[config.mk]
export PLATFORM = sky130hd
export DESIGN_NAME = dfm_fault_monitor
export DESIGN_NICKNAME = d
export VERILOG_FILES = /design/src/dfm_fault_monitor.v
export VERILOG_INCLUDE_DIRS = /design/src
export SDC_FILE = /design/constraint.sdc
export NUM_CORES = 2
export LEC_CHECK = 0
export BUFFER_PORTS_ARGS = -buffer_cell sky130_fd_sc_hd__buf_4
export CAP_MARGIN = 20
export CORE_ASPECT_RATIO = 0.75
export CORE_MARGIN = 1.5
export CORE_UTILIZATION = 43
export CTS_BUF_LIST = sky130_fd_sc_hd__clkbuf_16
export CTS_CLUSTER_DIAMETER = 100
export CTS_CLUSTER_SIZE = 10
export DETAILED_ROUTE_END_ITERATION = 16
export HOLD_SLACK_MARGIN = 0.1
export PLACE_DENSITY_LB_ADDON = 0.1
export SLEW_MARGIN = 10
export SYNTH_ARGS = -nofsm -noshare
export SYNTH_HDL_FRONTEND = slang
export SYNTH_SLANG_ARGS = --single-unit
[constraint.sdc]
create_clock -name hclk -period 23.5 [get_ports hclk]
set_clock_uncertainty 0.15 [all_clocks]
set_input_delay 4.7 -clock hclk [delete_from_list [all_inputs] [get_ports hclk]]
set_output_delay 4.7 -clock hclk [all_outputs]
set_load 0.05 [all_outputs]
[src/dfm_map.vh]
// Register map, field positions and timing constants of the fault monitor
`ifndef DFM_MAP_VH
`define DFM_MAP_VH

// ----------------------------------------------------------------------
// Register offsets (byte addresses)
// ----------------------------------------------------------------------
`define DFM_ADDR_CTRL      8'h00
`define DFM_ADDR_RFIELD    8'h04
`define DFM_ADDR_BOOST     8'h08
`define DFM_ADDR_RMAINS    8'h0C
`define DFM_ADDR_FMAX      8'h10
`define DFM_ADDR_MDELAY    8'h14
`define DFM_ADDR_LRANGE    8'h18
`define DFM_ADDR_RRANGE    8'h1C
`define DFM_ADDR_STATUS    8'h20
`define DFM_ADDR_ALMNUM    8'h24

// ----------------------------------------------------------------------
// Control register fields
// ----------------------------------------------------------------------
`define DFM_CTRL_PHASE_DIS 0
`define DFM_CTRL_SPDFB_DIS 1
`define DFM_CTRL_ARMOV_DIS 2
`define DFM_CTRL_MOV_DIS   3
`define DFM_CTRL_AUTORST   4
`define DFM_CTRL_ENC_WIDE  5
`define DFM_CTRL_W         6

// ----------------------------------------------------------------------
// Alarm bit positions in the status word
// ----------------------------------------------------------------------
`define DFM_ALM_PHASE      0
`define DFM_ALM_SPDFB      1
`define DFM_ALM_FIELDOC    2
`define DFM_ALM_ARMOV      3
`define DFM_ALM_LRANGE     4
`define DFM_ALM_FREQ       5
`define DFM_ALM_SYNC       6
`define DFM_ALM_RRANGE     7
`define DFM_ALM_ROT        8
`define DFM_ALM_MOV        9
`define DFM_ALM_N          10
`define DFM_ALM_FIRST_NUM  8'h07

// ----------------------------------------------------------------------
// Reset values
// ----------------------------------------------------------------------
`define DFM_RST_CTRL       6'h00
`define DFM_RST_BOOST      8'h00
`define DFM_RST_WORD       16'h0000
`define DFM_RST_RANGE      32'hFFFF0000

// ----------------------------------------------------------------------
// Thresholds (percent, per-mille, 0.1 Hz, 0.1 % of scale)
// ----------------------------------------------------------------------
`define DFM_PCT_BASE       8'd100
`define DFM_FIELD_OC_PCT   8'd115
`define DFM_ARM_OV_NUM     12'd1316
`define DFM_ARM_OV_DEN     12'd1000
`define DFM_FMAX_PCT       8'd110
`define DFM_RMAINS_PCT     8'd120
`define DFM_FREQ_HI        16'd700
`define DFM_FREQ_LO        16'd400
`define DFM_ROT_NARROW     16'd15
`define DFM_ROT_WIDE       16'd100
`define DFM_AT_CURRENT     2'd1
`define DFM_AT_RESDROP     2'd3

// ----------------------------------------------------------------------
// Timing
// ----------------------------------------------------------------------
`define DFM_CLK_HZ         10000000
`define DFM_TICK_US        1000
`define DFM_TICK_CYC       ((`DFM_CLK_HZ / 1000000) * `DFM_TICK_US)
`define DFM_FIELD_OC_S     10
`define DFM_FIELD_OC_TICKS (`DFM_FIELD_OC_S * (1000000 / `DFM_TICK_US))

`endif

[src/dfm_fault_monitor.v]
// Fault monitor for the converter drive, with its AHB-Lite register file
`timescale 1ns/1ps
`default_nettype none
`include "dfm_map.vh"

module dfm_fault_monitor #(
  parameter integer TICK_CYC      = `DFM_TICK_CYC,
  parameter integer FIELD_OC_TICK = `DFM_FIELD_OC_TICKS
) (
  input  wire        hclk,
  input  wire        hresetn,
  input  wire        ce,
  // AHB-Lite slave
  input  wire        hsel,
  input  wire [31:0] haddr,
  input  wire [1:0]  htrans,
  input  wire        hwrite,
  input  wire [2:0]  hsize,
  input  wire [31:0] hwdata,
  input  wire        hready,
  output wire        hreadyout,
  output reg  [31:0] hrdata,
  output wire        hresp,
  // Drive controller side
  input  wire        enable_pin,
  input  wire        meas_valid,
  input  wire [2:0]  phase_fail,
  input  wire        speed_fb_fault,
  input  wire        sync_fail,
  input  wire [15:0] field_current_meas,
  input  wire [15:0] armature_voltage_meas,
  input  wire [15:0] mains_voltage_meas,
  input  wire [15:0] mains_freq_meas,
  input  wire [15:0] speed_feedback,
  input  wire [1:0]  autotune_select,
  input  wire        autotune_active,
  input  wire        autotune_done,
  input  wire [15:0] inductive_drop_est,
  input  wire [15:0] resistive_drop_est,
  // Trip outputs
  output reg  [9:0]  alarm_flags,
  output reg  [7:0]  alarm_number,
  output reg         drive_locked,
  output reg         field_off_cmd
);

  // --------------------------------------------------------------------
  // Configuration registers
  // --------------------------------------------------------------------
  reg [`DFM_CTRL_W-1:0] ctrl_r;
  reg [15:0]            rated_field_current_r;
  reg [7:0]             field_boost_pct_r;
  reg [15:0]            rated_mains_voltage_r;
  reg [15:0]            factory_max_r;
  reg [15:0]            mains_alarm_delay_r;
  reg [31:0]            l_range_r;
  reg [31:0]            r_range_r;

  // Bus data-phase state
  reg                   wr_pend_r;
  reg [7:0]             wr_addr_r;
  reg [9:0]             clr_req;

  wire                  addr_ok = hsel & hready & htrans[1];
  assign hreadyout = ce;  // Stall the bus while the block is frozen
  assign hresp     = 1'b0;

  // --------------------------------------------------------------------
  // Enable input synchroniser (three stages, second and third agree)
  // --------------------------------------------------------------------
  reg en_s1_r, en_s2_r, en_s3_r, enable_r;

  always @(posedge hclk or negedge hresetn) begin
    if (!hresetn) begin
      en_s1_r  <= 1'b0;
      en_s2_r  <= 1'b0;
      en_s3_r  <= 1'b0;
      enable_r <= 1'b0;
    end else if (ce) begin
      en_s1_r <= enable_pin;
      en_s2_r <= en_s1_r;
      en_s3_r <= en_s2_r;
      if (en_s2_r == en_s3_r)
        enable_r <= en_s3_r;
    end
  end

  // --------------------------------------------------------------------
  // Millisecond tick; long counts run on it to keep counters small
  // --------------------------------------------------------------------
  reg [15:0] tick_cnt_r;
  wire       tick = (tick_cnt_r == TICK_CYC[15:0] - 16'h0001);

  always @(posedge hclk or negedge hresetn) begin
    if (!hresetn)
      tick_cnt_r <= 16'h0000;
    else if (ce)
      tick_cnt_r <= tick ? 16'h0000 : tick_cnt_r + 16'h0001;
  end

  // --------------------------------------------------------------------
  // Threshold comparisons, captured once per measurement update
  // --------------------------------------------------------------------
  // Operands widened to the product width first, so nothing is cut
  wire [39:0] fld_lhs = {24'h000000, field_current_meas} * 40'h0000002710;
  wire [39:0] fld_rhs = {24'h000000, rated_field_current_r}
                        * {31'h00000000, {1'b0, field_boost_pct_r} + 9'h064}
                        * {32'h00000000, `DFM_FIELD_OC_PCT};
  wire [31:0] arm_lhs = {16'h0000, armature_voltage_meas}
                        * {20'h00000, `DFM_ARM_OV_DEN};
  wire [31:0] arm_rhs = {16'h0000, rated_mains_voltage_r}
                        * {20'h00000, `DFM_ARM_OV_NUM};
  wire [23:0] lim_fmax = {8'h00, factory_max_r} * {16'h0000, `DFM_FMAX_PCT};
  wire [23:0] lim_rat  = {8'h00, rated_mains_voltage_r}
                         * {16'h0000, `DFM_RMAINS_PCT};
  wire [23:0] lim_min  = (lim_fmax < lim_rat) ? lim_fmax : lim_rat;
  wire [23:0] mov_lhs  = {8'h00, mains_voltage_meas}
                         * {16'h0000, `DFM_PCT_BASE};
  wire [15:0] rot_lim  = (autotune_select == `DFM_AT_RESDROP &&
                          ctrl_r[`DFM_CTRL_ENC_WIDE]) ?
                         `DFM_ROT_WIDE : `DFM_ROT_NARROW;

  reg cnd_phase_r, cnd_spd_r, cnd_fld_r, cnd_arm_r;
  reg cnd_freq_r, cnd_sync_r, cnd_rot_r, cnd_mov_r;

  // Registered so each alarm sees one consistent measurement set
  always @(posedge hclk or negedge hresetn) begin
    if (!hresetn) begin
      cnd_phase_r <= 1'b0;
      cnd_spd_r   <= 1'b0;
      cnd_fld_r   <= 1'b0;
      cnd_arm_r   <= 1'b0;
      cnd_freq_r  <= 1'b0;
      cnd_sync_r  <= 1'b0;
      cnd_rot_r   <= 1'b0;
      cnd_mov_r   <= 1'b0;
    end else if (ce && meas_valid) begin
      cnd_phase_r <= |phase_fail;
      cnd_spd_r   <= speed_fb_fault;
      cnd_fld_r   <= fld_lhs > fld_rhs;
      cnd_arm_r   <= arm_lhs > arm_rhs;
      cnd_freq_r  <= (mains_freq_meas > `DFM_FREQ_HI) ||
                     (mains_freq_meas < `DFM_FREQ_LO);
      cnd_sync_r  <= sync_fail;
      cnd_rot_r   <= autotune_active &&
                     ((autotune_select == `DFM_AT_CURRENT &&
                       speed_feedback > `DFM_ROT_NARROW) ||
                      (autotune_select == `DFM_AT_RESDROP &&
                       speed_feedback > rot_lim));
      cnd_mov_r   <= mov_lhs > lim_min;
    end
  end

  // --------------------------------------------------------------------
  // Persistence timers: field overcurrent and mains overvoltage
  // --------------------------------------------------------------------
  reg [15:0] fld_cnt_r;
  reg [15:0] mov_cnt_r;
  wire       fld_run = cnd_fld_r & enable_r;
  wire       mov_run = cnd_mov_r & enable_r;
  wire       fld_due = (fld_cnt_r >= FIELD_OC_TICK[15:0]);
  wire       mov_due = (mov_cnt_r >= mains_alarm_delay_r);

  // Counters restart whenever the condition drops out
  always @(posedge hclk or negedge hresetn) begin
    if (!hresetn) begin
      fld_cnt_r <= 16'h0000;
      mov_cnt_r <= 16'h0000;
    end else if (ce) begin
      if (!fld_run)
        fld_cnt_r <= 16'h0000;
      else if (tick && !fld_due)
        fld_cnt_r <= fld_cnt_r + 16'h0001;
      if (!mov_run)
        mov_cnt_r <= 16'h0000;
      else if (tick && !mov_due)
        mov_cnt_r <= mov_cnt_r + 16'h0001;
    end
  end

  // --------------------------------------------------------------------
  // Alarm set terms
  // --------------------------------------------------------------------
  wire [15:0] l_lo = l_range_r[15:0];
  wire [15:0] l_hi = l_range_r[31:16];
  wire [15:0] r_lo = r_range_r[15:0];
  wire [15:0] r_hi = r_range_r[31:16];
  wire [9:0]  set_v;
  wire [9:0]  auto_clr;
  wire        auto_on = ctrl_r[`DFM_CTRL_AUTORST];

  assign set_v[`DFM_ALM_PHASE]   = cnd_phase_r & enable_r &
                                   ~ctrl_r[`DFM_CTRL_PHASE_DIS];
  assign set_v[`DFM_ALM_SPDFB]   = cnd_spd_r &
                                   ~ctrl_r[`DFM_CTRL_SPDFB_DIS];
  assign set_v[`DFM_ALM_FIELDOC] = fld_run & fld_due;
  assign set_v[`DFM_ALM_ARMOV]   = cnd_arm_r &
                                   ~ctrl_r[`DFM_CTRL_ARMOV_DIS];
  assign set_v[`DFM_ALM_LRANGE]  = autotune_done &&
                                   (inductive_drop_est < l_lo ||
                                    inductive_drop_est > l_hi);
  assign set_v[`DFM_ALM_FREQ]    = cnd_freq_r & enable_r;
  assign set_v[`DFM_ALM_SYNC]    = cnd_sync_r & enable_r;
  assign set_v[`DFM_ALM_RRANGE]  = autotune_done &&
                                   (resistive_drop_est < r_lo ||
                                    resistive_drop_est > r_hi);
  assign set_v[`DFM_ALM_ROT]     = cnd_rot_r;
  assign set_v[`DFM_ALM_MOV]     = mov_run & mov_due &
                                   ~ctrl_r[`DFM_CTRL_MOV_DIS];

  // Only the mains micro-break alarms clear themselves
  assign auto_clr = {3'b000,
                     auto_on & ~cnd_sync_r,  1'b0 | (auto_on & ~cnd_freq_r),
                     4'b0000,
                     auto_on & ~cnd_phase_r} &
                    {3'b000, 1'b1, 1'b1, 4'b0000, 1'b1};

  // Lowest-numbered newly set alarm becomes the reported number
  wire [9:0] new_trip = set_v & ~alarm_flags;
  reg  [7:0] new_num;
  reg        found;
  integer    i;

  always @* begin
    new_num = 8'h00;
    found   = 1'b0;
    for (i = 0; i < `DFM_ALM_N; i = i + 1) begin
      if (new_trip[i] && !found) begin
        new_num = `DFM_ALM_FIRST_NUM + i[7:0];
        found   = 1'b1;
      end
    end
  end

  // --------------------------------------------------------------------
  // Alarm latches, lock and field cut-off; set wins over any clear
  // --------------------------------------------------------------------
  wire [9:0] flags_nxt = (alarm_flags & ~clr_req & ~auto_clr) | set_v;

  always @(posedge hclk or negedge hresetn) begin
    if (!hresetn) begin
      alarm_flags   <= 10'h000;
      alarm_number  <= 8'h00;
      drive_locked  <= 1'b0;
      field_off_cmd <= 1'b0;
    end else if (ce) begin
      alarm_flags   <= flags_nxt;
      if (found)
        alarm_number <= new_num;
      else if (flags_nxt == 10'h000)
        alarm_number <= 8'h00;
      drive_locked  <= |flags_nxt;
      field_off_cmd <= flags_nxt[`DFM_ALM_FIELDOC];
    end
  end

  // --------------------------------------------------------------------
  // AHB-Lite register access
  // --------------------------------------------------------------------
  wire       wr_now = wr_pend_r;

  // Write-one-to-clear on the status word, in its data phase
  // A cause still present wins, so software cannot hide a live fault
  // Clearing bits that are not set has no effect
  always @* begin
    clr_req = 10'h000;
    if (wr_now && wr_addr_r == `DFM_ADDR_STATUS)
      clr_req = hwdata[9:0];
  end

  // Address capture, configuration writes and registered read data
  always @(posedge hclk or negedge hresetn) begin
    if (!hresetn) begin
      wr_pend_r             <= 1'b0;
      wr_addr_r             <= 8'h00;
      hrdata                <= 32'h00000000;
      ctrl_r                <= `DFM_RST_CTRL;
      rated_field_current_r <= `DFM_RST_WORD;
      field_boost_pct_r     <= `DFM_RST_BOOST;
      rated_mains_voltage_r <= `DFM_RST_WORD;
      factory_max_r         <= `DFM_RST_WORD;
      mains_alarm_delay_r   <= `DFM_RST_WORD;
      l_range_r             <= `DFM_RST_RANGE;
      r_range_r             <= `DFM_RST_RANGE;
    end else if (ce) begin
      if (hready) begin
        wr_pend_r <= addr_ok & hwrite;
        wr_addr_r <= haddr[7:0];
      end
      if (wr_now) begin
        case (wr_addr_r)
          `DFM_ADDR_CTRL:   ctrl_r <= hwdata[`DFM_CTRL_W-1:0];
          `DFM_ADDR_RFIELD: rated_field_current_r <= hwdata[15:0];
          `DFM_ADDR_BOOST:  field_boost_pct_r <= hwdata[7:0];
          `DFM_ADDR_RMAINS: rated_mains_voltage_r <= hwdata[15:0];
          `DFM_ADDR_FMAX:   factory_max_r <= hwdata[15:0];
          `DFM_ADDR_MDELAY: mains_alarm_delay_r <= hwdata[15:0];
          `DFM_ADDR_LRANGE: l_range_r <= hwdata;
          `DFM_ADDR_RRANGE: r_range_r <= hwdata;
          default:          ctrl_r <= ctrl_r;
        endcase
      end
      if (addr_ok && !hwrite) begin
        case (haddr[7:0])
          `DFM_ADDR_CTRL:   hrdata <= {26'h0000000, ctrl_r};
          `DFM_ADDR_RFIELD: hrdata <= {16'h0000, rated_field_current_r};
          `DFM_ADDR_BOOST:  hrdata <= {24'h000000, field_boost_pct_r};
          `DFM_ADDR_RMAINS: hrdata <= {16'h0000, rated_mains_voltage_r};
          `DFM_ADDR_FMAX:   hrdata <= {16'h0000, factory_max_r};
          `DFM_ADDR_MDELAY: hrdata <= {16'h0000, mains_alarm_delay_r};
          `DFM_ADDR_LRANGE: hrdata <= l_range_r;
          `DFM_ADDR_RRANGE: hrdata <= r_range_r;
          `DFM_ADDR_STATUS: hrdata <= {22'h000000, alarm_flags};
          `DFM_ADDR_ALMNUM: hrdata <= {24'h000000, alarm_number};
          default:          hrdata <= 32'h00000000; // Unmapped reads zero
        endcase
      end
    end
  end

endmodule // dfm_fault_monitor
`default_nettype wire

**Word-level counts from Yosys, hierarchy flattened**

Cells that the tools add are included.

- Output and inout bits: 54
- Bits of input ports: 198
- Register bits: 263
- Word-level logic and storage cells: 197

- Magnitude comparators: 14
- Eq/ne operators: 23
- Reduce and logical (&&, ||, !) cells: 56
- Multiply operators: 8
- Multiplexer cells: 31
- Add/sub/neg operators: 4
- Bitwise logic cells: 31

Operators by type and width:

| operator | number |
|---|---|
| 32-bit case mux with 10 select lines | 1 |
| 8-bit two-way mux | 11 |
| 16-bit two-way mux | 5 |
| 8-bit by 5-bit equality test with 1-bit output, second input constant | 8 |
| 16-bit by 1-bit adder with 16-bit output, second input constant | 3 |
| 8-bit by 4-bit equality test with 1-bit output, second input constant | 4 |
| 16-bit > comparator | 2 |
| 30-bit by 32-bit > comparator with 1-bit output | 1 |
| 16-bit less-than comparator | 2 |
| 25-bit by 7-bit multiplier with 32-bit output, second input constant | 1 |
| 10-bit bitwise AND | 3 |
| 26-bit by 27-bit > comparator with 1-bit output | 1 |
| 16-bit by 10-bit multiplier with 26-bit output, second input constant | 1 |
| 16-bit by 9-bit multiplier with 25-bit output | 1 |
| 16-bit by 9-bit multiplier with 25-bit output, second input constant | 1 |
| 8-bit by 6-bit equality test with 1-bit output, second input constant | 3 |
| 3-bit AND reduction | 8 |
| 23-bit > comparator | 1 |
| 23-bit less-than comparator | 1 |
| 16-bit by 7-bit multiplier with 23-bit output, second input constant | 1 |
| 23-bit two-way mux | 1 |
| 16-bit by 6-bit multiplier with 22-bit output, second input constant | 1 |
| 16-bit by 5-bit multiplier with 21-bit output, second input constant | 1 |
| 1-bit logical AND | 20 |
| other kinds (31) | 85 |

**Depth between registers and ports, before layout**

- Depth in word-level cells: 34
- Gate-level depth with buffers: 48
- Depth with buffers taken out: 47

**Worst setup path after synthesis**

OpenSTA, ideal clock, no wires.

- Path kind: flip-flop to flip-flop
- From: register field_boost_pct_r[2]
- To: register cnd_fld_r
- Cell stages (with the launch flop): 45
- Arrival time: 10042 ps
- Path buffers: 2
- Slack: 13187 ps
- Cell sequence: dfrtp_1 clkbuf_1 nand3_1 nor3b_1 xnor2_1 clkbuf_1 nand2_1 fa_1 fa_1 inv_1 fa_1 inv_1 fa_1 inv_1 ha_1 or3_1 o31ai_1 o21ai_0 (+9 left out) fa_1 inv_1 ha_1 and3_1 a31oi_1 o21ai_0 o41a_1 a31oi_1 xor2_1 ha_1 a21o_1 a21oi_1 nor2b_1 o21ai_0 nand2b_1 a221oi_1 nor3_1 a22o_1

- Word-level cells in the longest chain between the ends: 4

RTL lines:

| item | RTL line | RTL |
|---|---|---|
| from (decl) | dfm_fault_monitor.v:52 | `reg [7:0] field_boost_pct_r;` |
| from (signal assigned) | dfm_fault_monitor.v:279 | `` field_boost_pct_r <= `DFM_RST_BOOST; `` |
| from (signal assigned) | dfm_fault_monitor.v:294 | `` `DFM_ADDR_BOOST: field_boost_pct_r <= hwdata[7:0]; `` |
| 8-bit by 7-bit adder with 9-bit output | dfm_fault_monitor.v:107 | `* {31'h00000000, {1'b0, field_boost_pct_r} + 9'h064}` |
| 16-bit by 9-bit multiplier with 25-bit output | dfm_fault_monitor.v:107 |  |
| 25-bit by 7-bit multiplier with 32-bit output | dfm_fault_monitor.v:106 | `wire [39:0] fld_rhs = {24'h000000, rated_field_current_r}` |
| 30-bit by 32-bit > comparator with 1-bit output | dfm_fault_monitor.v:140 | `cnd_fld_r <= fld_lhs > fld_rhs;` |
| to (signal assigned) | dfm_fault_monitor.v:140 |  |
| to (decl) | dfm_fault_monitor.v:123 | `reg cnd_phase_r, cnd_spd_r, cnd_fld_r, cnd_arm_r;` |

No other way between the ends.
A chain may end at the register's enable or synchronous reset.

**Worst setup path in the final report**

Ends and elaborated chain as after synthesis.

==> metrics.csv <==
stage;metric;value;unit
outcome;outcome;completed;
worst_hold_path;Hold Path Depth;2;
sta;Max Clk Rate;85.6;MHz
power_and_ir_drop;PwrDens;59.2;mW/mm^2
yosys;ys async rst share;100;%
place;GP Congestion;0.857;
power_and_ir_drop;P_int;1.34;mW
yosys;most common cell in the synthesized netlist;inv_1;
worst_setup_path;Critical Path Start;field_boost_pct_r[2]$_DFFE_PN0P_;
sta;Fin. Hold Viols;0;
global_route;pin count of the biggest net entering global routing;158;
finish;Area growth syn-to-layout;10.1;%
worst_hold_path;hold path start;hrdata[20]$_DFFE_PN0P_;
route;DRT antenna net count;0;
power_and_ir_drop;Psw;1.01;mW
worst_setup_path;critical path's slowest cell;dfrtp_1;
place;dpl hpwl;73500;um
run;max_cap viols;0;
global_route;global-route wire length before repair;145000;um
yosys;biggest area consumer among synthesized cells;ha_1;
yosys;synth warn;0;
power_and_ir_drop;Switching Share;43.1;%
worst_setup_path;Arrival @ worst endpoint;12000;ps
worst_setup_path;cell family with most CP delay;adder cells;
route;WL/cell;17.4;um
yosys;largest cells by area after synthesis;ha_1, fa_1, dfrtp_1;
finish;Util after Layout;48.0;%
yosys;Post-synth EDFFs;0;
worst_setup_path;Worst Path Required;23820;ps
floorplan;Core ar.;0.0827;mm^2
cts;Num CTS Buffers;29;
floorplan;die height;254;um
cts;CTS Hold Bufs;0;
floorplan;Initial Utilization;43.6;%
power_and_ir_drop;sequential share of power;21.8;%
place;Placed Cells;5124;
power_and_ir_drop;part of the power in the clock network;17.2;%
global_route;GRT Util Overall;21.3;%
yosys;post-synth top area share;21.3;%
worst_setup_path;Reg2Reg Depth;43;
route;Vias/cell;5.20;
power_and_ir_drop;combinational share of power;61.0;%
yosys;Synth cell types;89;
floorplan;die width;337;um
worst_setup_path;Worst R2R Setup Slack;11820;ps
sta;Total Neg Setup Slack;0;ps
yosys;Syn Area/Cell;9.36;um^2
worst_setup_path;crit path buf inv count;7;
power_and_ir_drop;Final Power;2.35;mW
worst_setup_path;CP endpoint;cnd_fld_r$_DFFE_PN0P_;
finish;post-route insts no fill;5167;
cts;Sink Count;259;
yosys;Seq cells post-synth;259;
cts;clk_lat worst skew;570;ps
sta;unrepaired setup endpoints after global routing;false;
finish;nets;5194;
worst_setup_path;launch point of the worst reg-to-reg path;field_boost_pct_r[2]$_DFFE_PN0P_;
cts;Max Root-Sink Buffers;3;
worst_setup_path;crit-path max cell delay;810;ps
sta;fin crit period;11680;ps
worst_setup_path;Crit path depth;43;
yosys;Post-Syn Area;0.0361;mm^2
route;DRT Pass-1 Iters;6;
place;buffers added on ports;219;
power_and_ir_drop;maximum VDD drop;0.0000501;V
worst_setup_path;Critical Path End Type;flip-flop;
floorplan;die footprint;0.0857;mm^2
worst_setup_path;Reg2Reg Capture Point;cnd_fld_r$_DFFE_PN0P_;
floorplan;# rows;91;
finish;biggest regs;hrdata: 32 flops, l_range_r: 32 flops, r_range_r: 32 flops;
cts;H-tree levels;1;
sta;crit share post-route;49.7;%
route;final WL;89800;um
sta;Setup-failing EPs final;0;
global_route;global route overflow;0;
power_and_ir_drop;static leakage;20.4;nW
sta;Slew @ Worst Pin;1110;ps
sta;PnR worst setup slack;11820;ps
sta;Slew HR;26.2;%
sta;Slew Limit Fails;0;
yosys;Top FF cell, synth;dfrtp_1;
floorplan;I/O Pins;252;
route;DRC;0;
cts;CTS tree;yes;
global_route;initial antenna violation count;3;
worst_setup_path;Worst setup SP type;flip-flop;
cts;PostCTS Resize Cnt;0;
worst_setup_path;WS Path Type;reg2reg;
route;first-iteration detailed-routing DRC count;1469;
worst_setup_path;worst-path maximum fanout;20;
worst_hold_path;HP Class;reg2reg;
cts;Clock transition at path regs;70;ps
finish;share of post-route cells with drive strength above 1;12.0;%
cts;clk root buf;clkbuf_16;
yosys;Synth Instances;3855;
yosys;most instantiated cells after synthesis;inv_1, ha_1, fa_1;
place;dpl ws;11840;ps
cts;# Post-CTS Setup Buffers;0;
yosys;Seq/Total Area, Yosys;18.1;%
global_route;vias in the first global route;26414;
route;routed via count;26889;
## cells in the final DEF (no fill, tap or decap), drive strengths merged, types with 21 or more instances in the layout
cell type and count:
dfstp 32, xor2 70, fa 343, inv 728
nor2 139, nand4 43, a22oi 49, a21o 100
nor2b 39, dfrtp 227, a31oi 31, and2 84
mux2 141, a221oi 21, clkbuf 29, nand3 63
ha 614, a21oi 166, nand2b 49, o21ai 140
nand2 242, buf 238, o21a 36, nor3 68
xnor2 118, or3 21
## logic make-up after synthesis
group,Yosys count,synth area share (%)
compound gates,686,12.7
xor+xnor,188,4.56
mux,148,4.60
flops,259,18.1
simple gates,811,11.2
other cells,1,0.0104
buf+inv,803,8.43
fa+ha+maj,959,40.4
## layout make-up
cell class	instances	area, um^2
fillers	8142	42900
clock inverters	13	48.8
flip-flops and latches	259	6520
clock buffers	29	726
diodes	1	2.50
repair buffers	238	1810
well taps	1116	1400
multi-input cells	2796	26500
inverters	715	2680
## power by group through the flow
stage	Sequential [mW]	Combinational [mW]	Clock, mW
after CTS	0.512	1.45	0.411
after global placement	0.520	1.43	0
after detailed placement	0.520	1.44	0
after floorplan	0.516	1.11	0
final	0.513	1.43	0.405
after global routing	0.516	1.68	0.430
## worst register-to-register path: cells and delay by family (launching register included)
family / cells / cell delay, ps
flops: 1 / 810
compound gates: 14 / 3370
xor+xnor: 3 / 970
buf+inv: 7 / 540
fa+ha+maj: 11 / 4490
simple gates: 8 / 1250
## worst min-delay path by stage
stage,to,slack [ps]
after global placement,hrdata[16]$_DFFE_PN0P_,310
after detailed placement,hrdata[15]$_DFFE_PN0P_,320
final,hrdata[20]$_DFFE_PN0P_,330
after CTS,hrdata[20]$_DFFE_PN0P_,340
after floorplan,cnd_arm_r$_DFFE_PN0P_,290
after global routing,tick_cnt_r[15]$_DFFE_PN0P_,350
## metal layers
| metal | share of wire, % | global-route usage [%] | up-vias |
|---|---|---|---|
| li1 | - | - | 13310 |
| met3 | 4.3 | 2.66 | 61 |
| met1 | 51 | 33.1 | 13125 |
| met4 | 0.84 | 1.87 | 0 |
| met5 | 0 | 0 | - |
| met2 | 44 | 32.5 | 393 |
## stage by stage
stage	cell area, um^2	hold slack, ps
floorplan	36100	285
global placement	38900	313
detailed placement	38900	322
CTS	39700	336
global route	39700	351
finish	39700	329
Note: power is estimated with default switching activity, not from simulation.
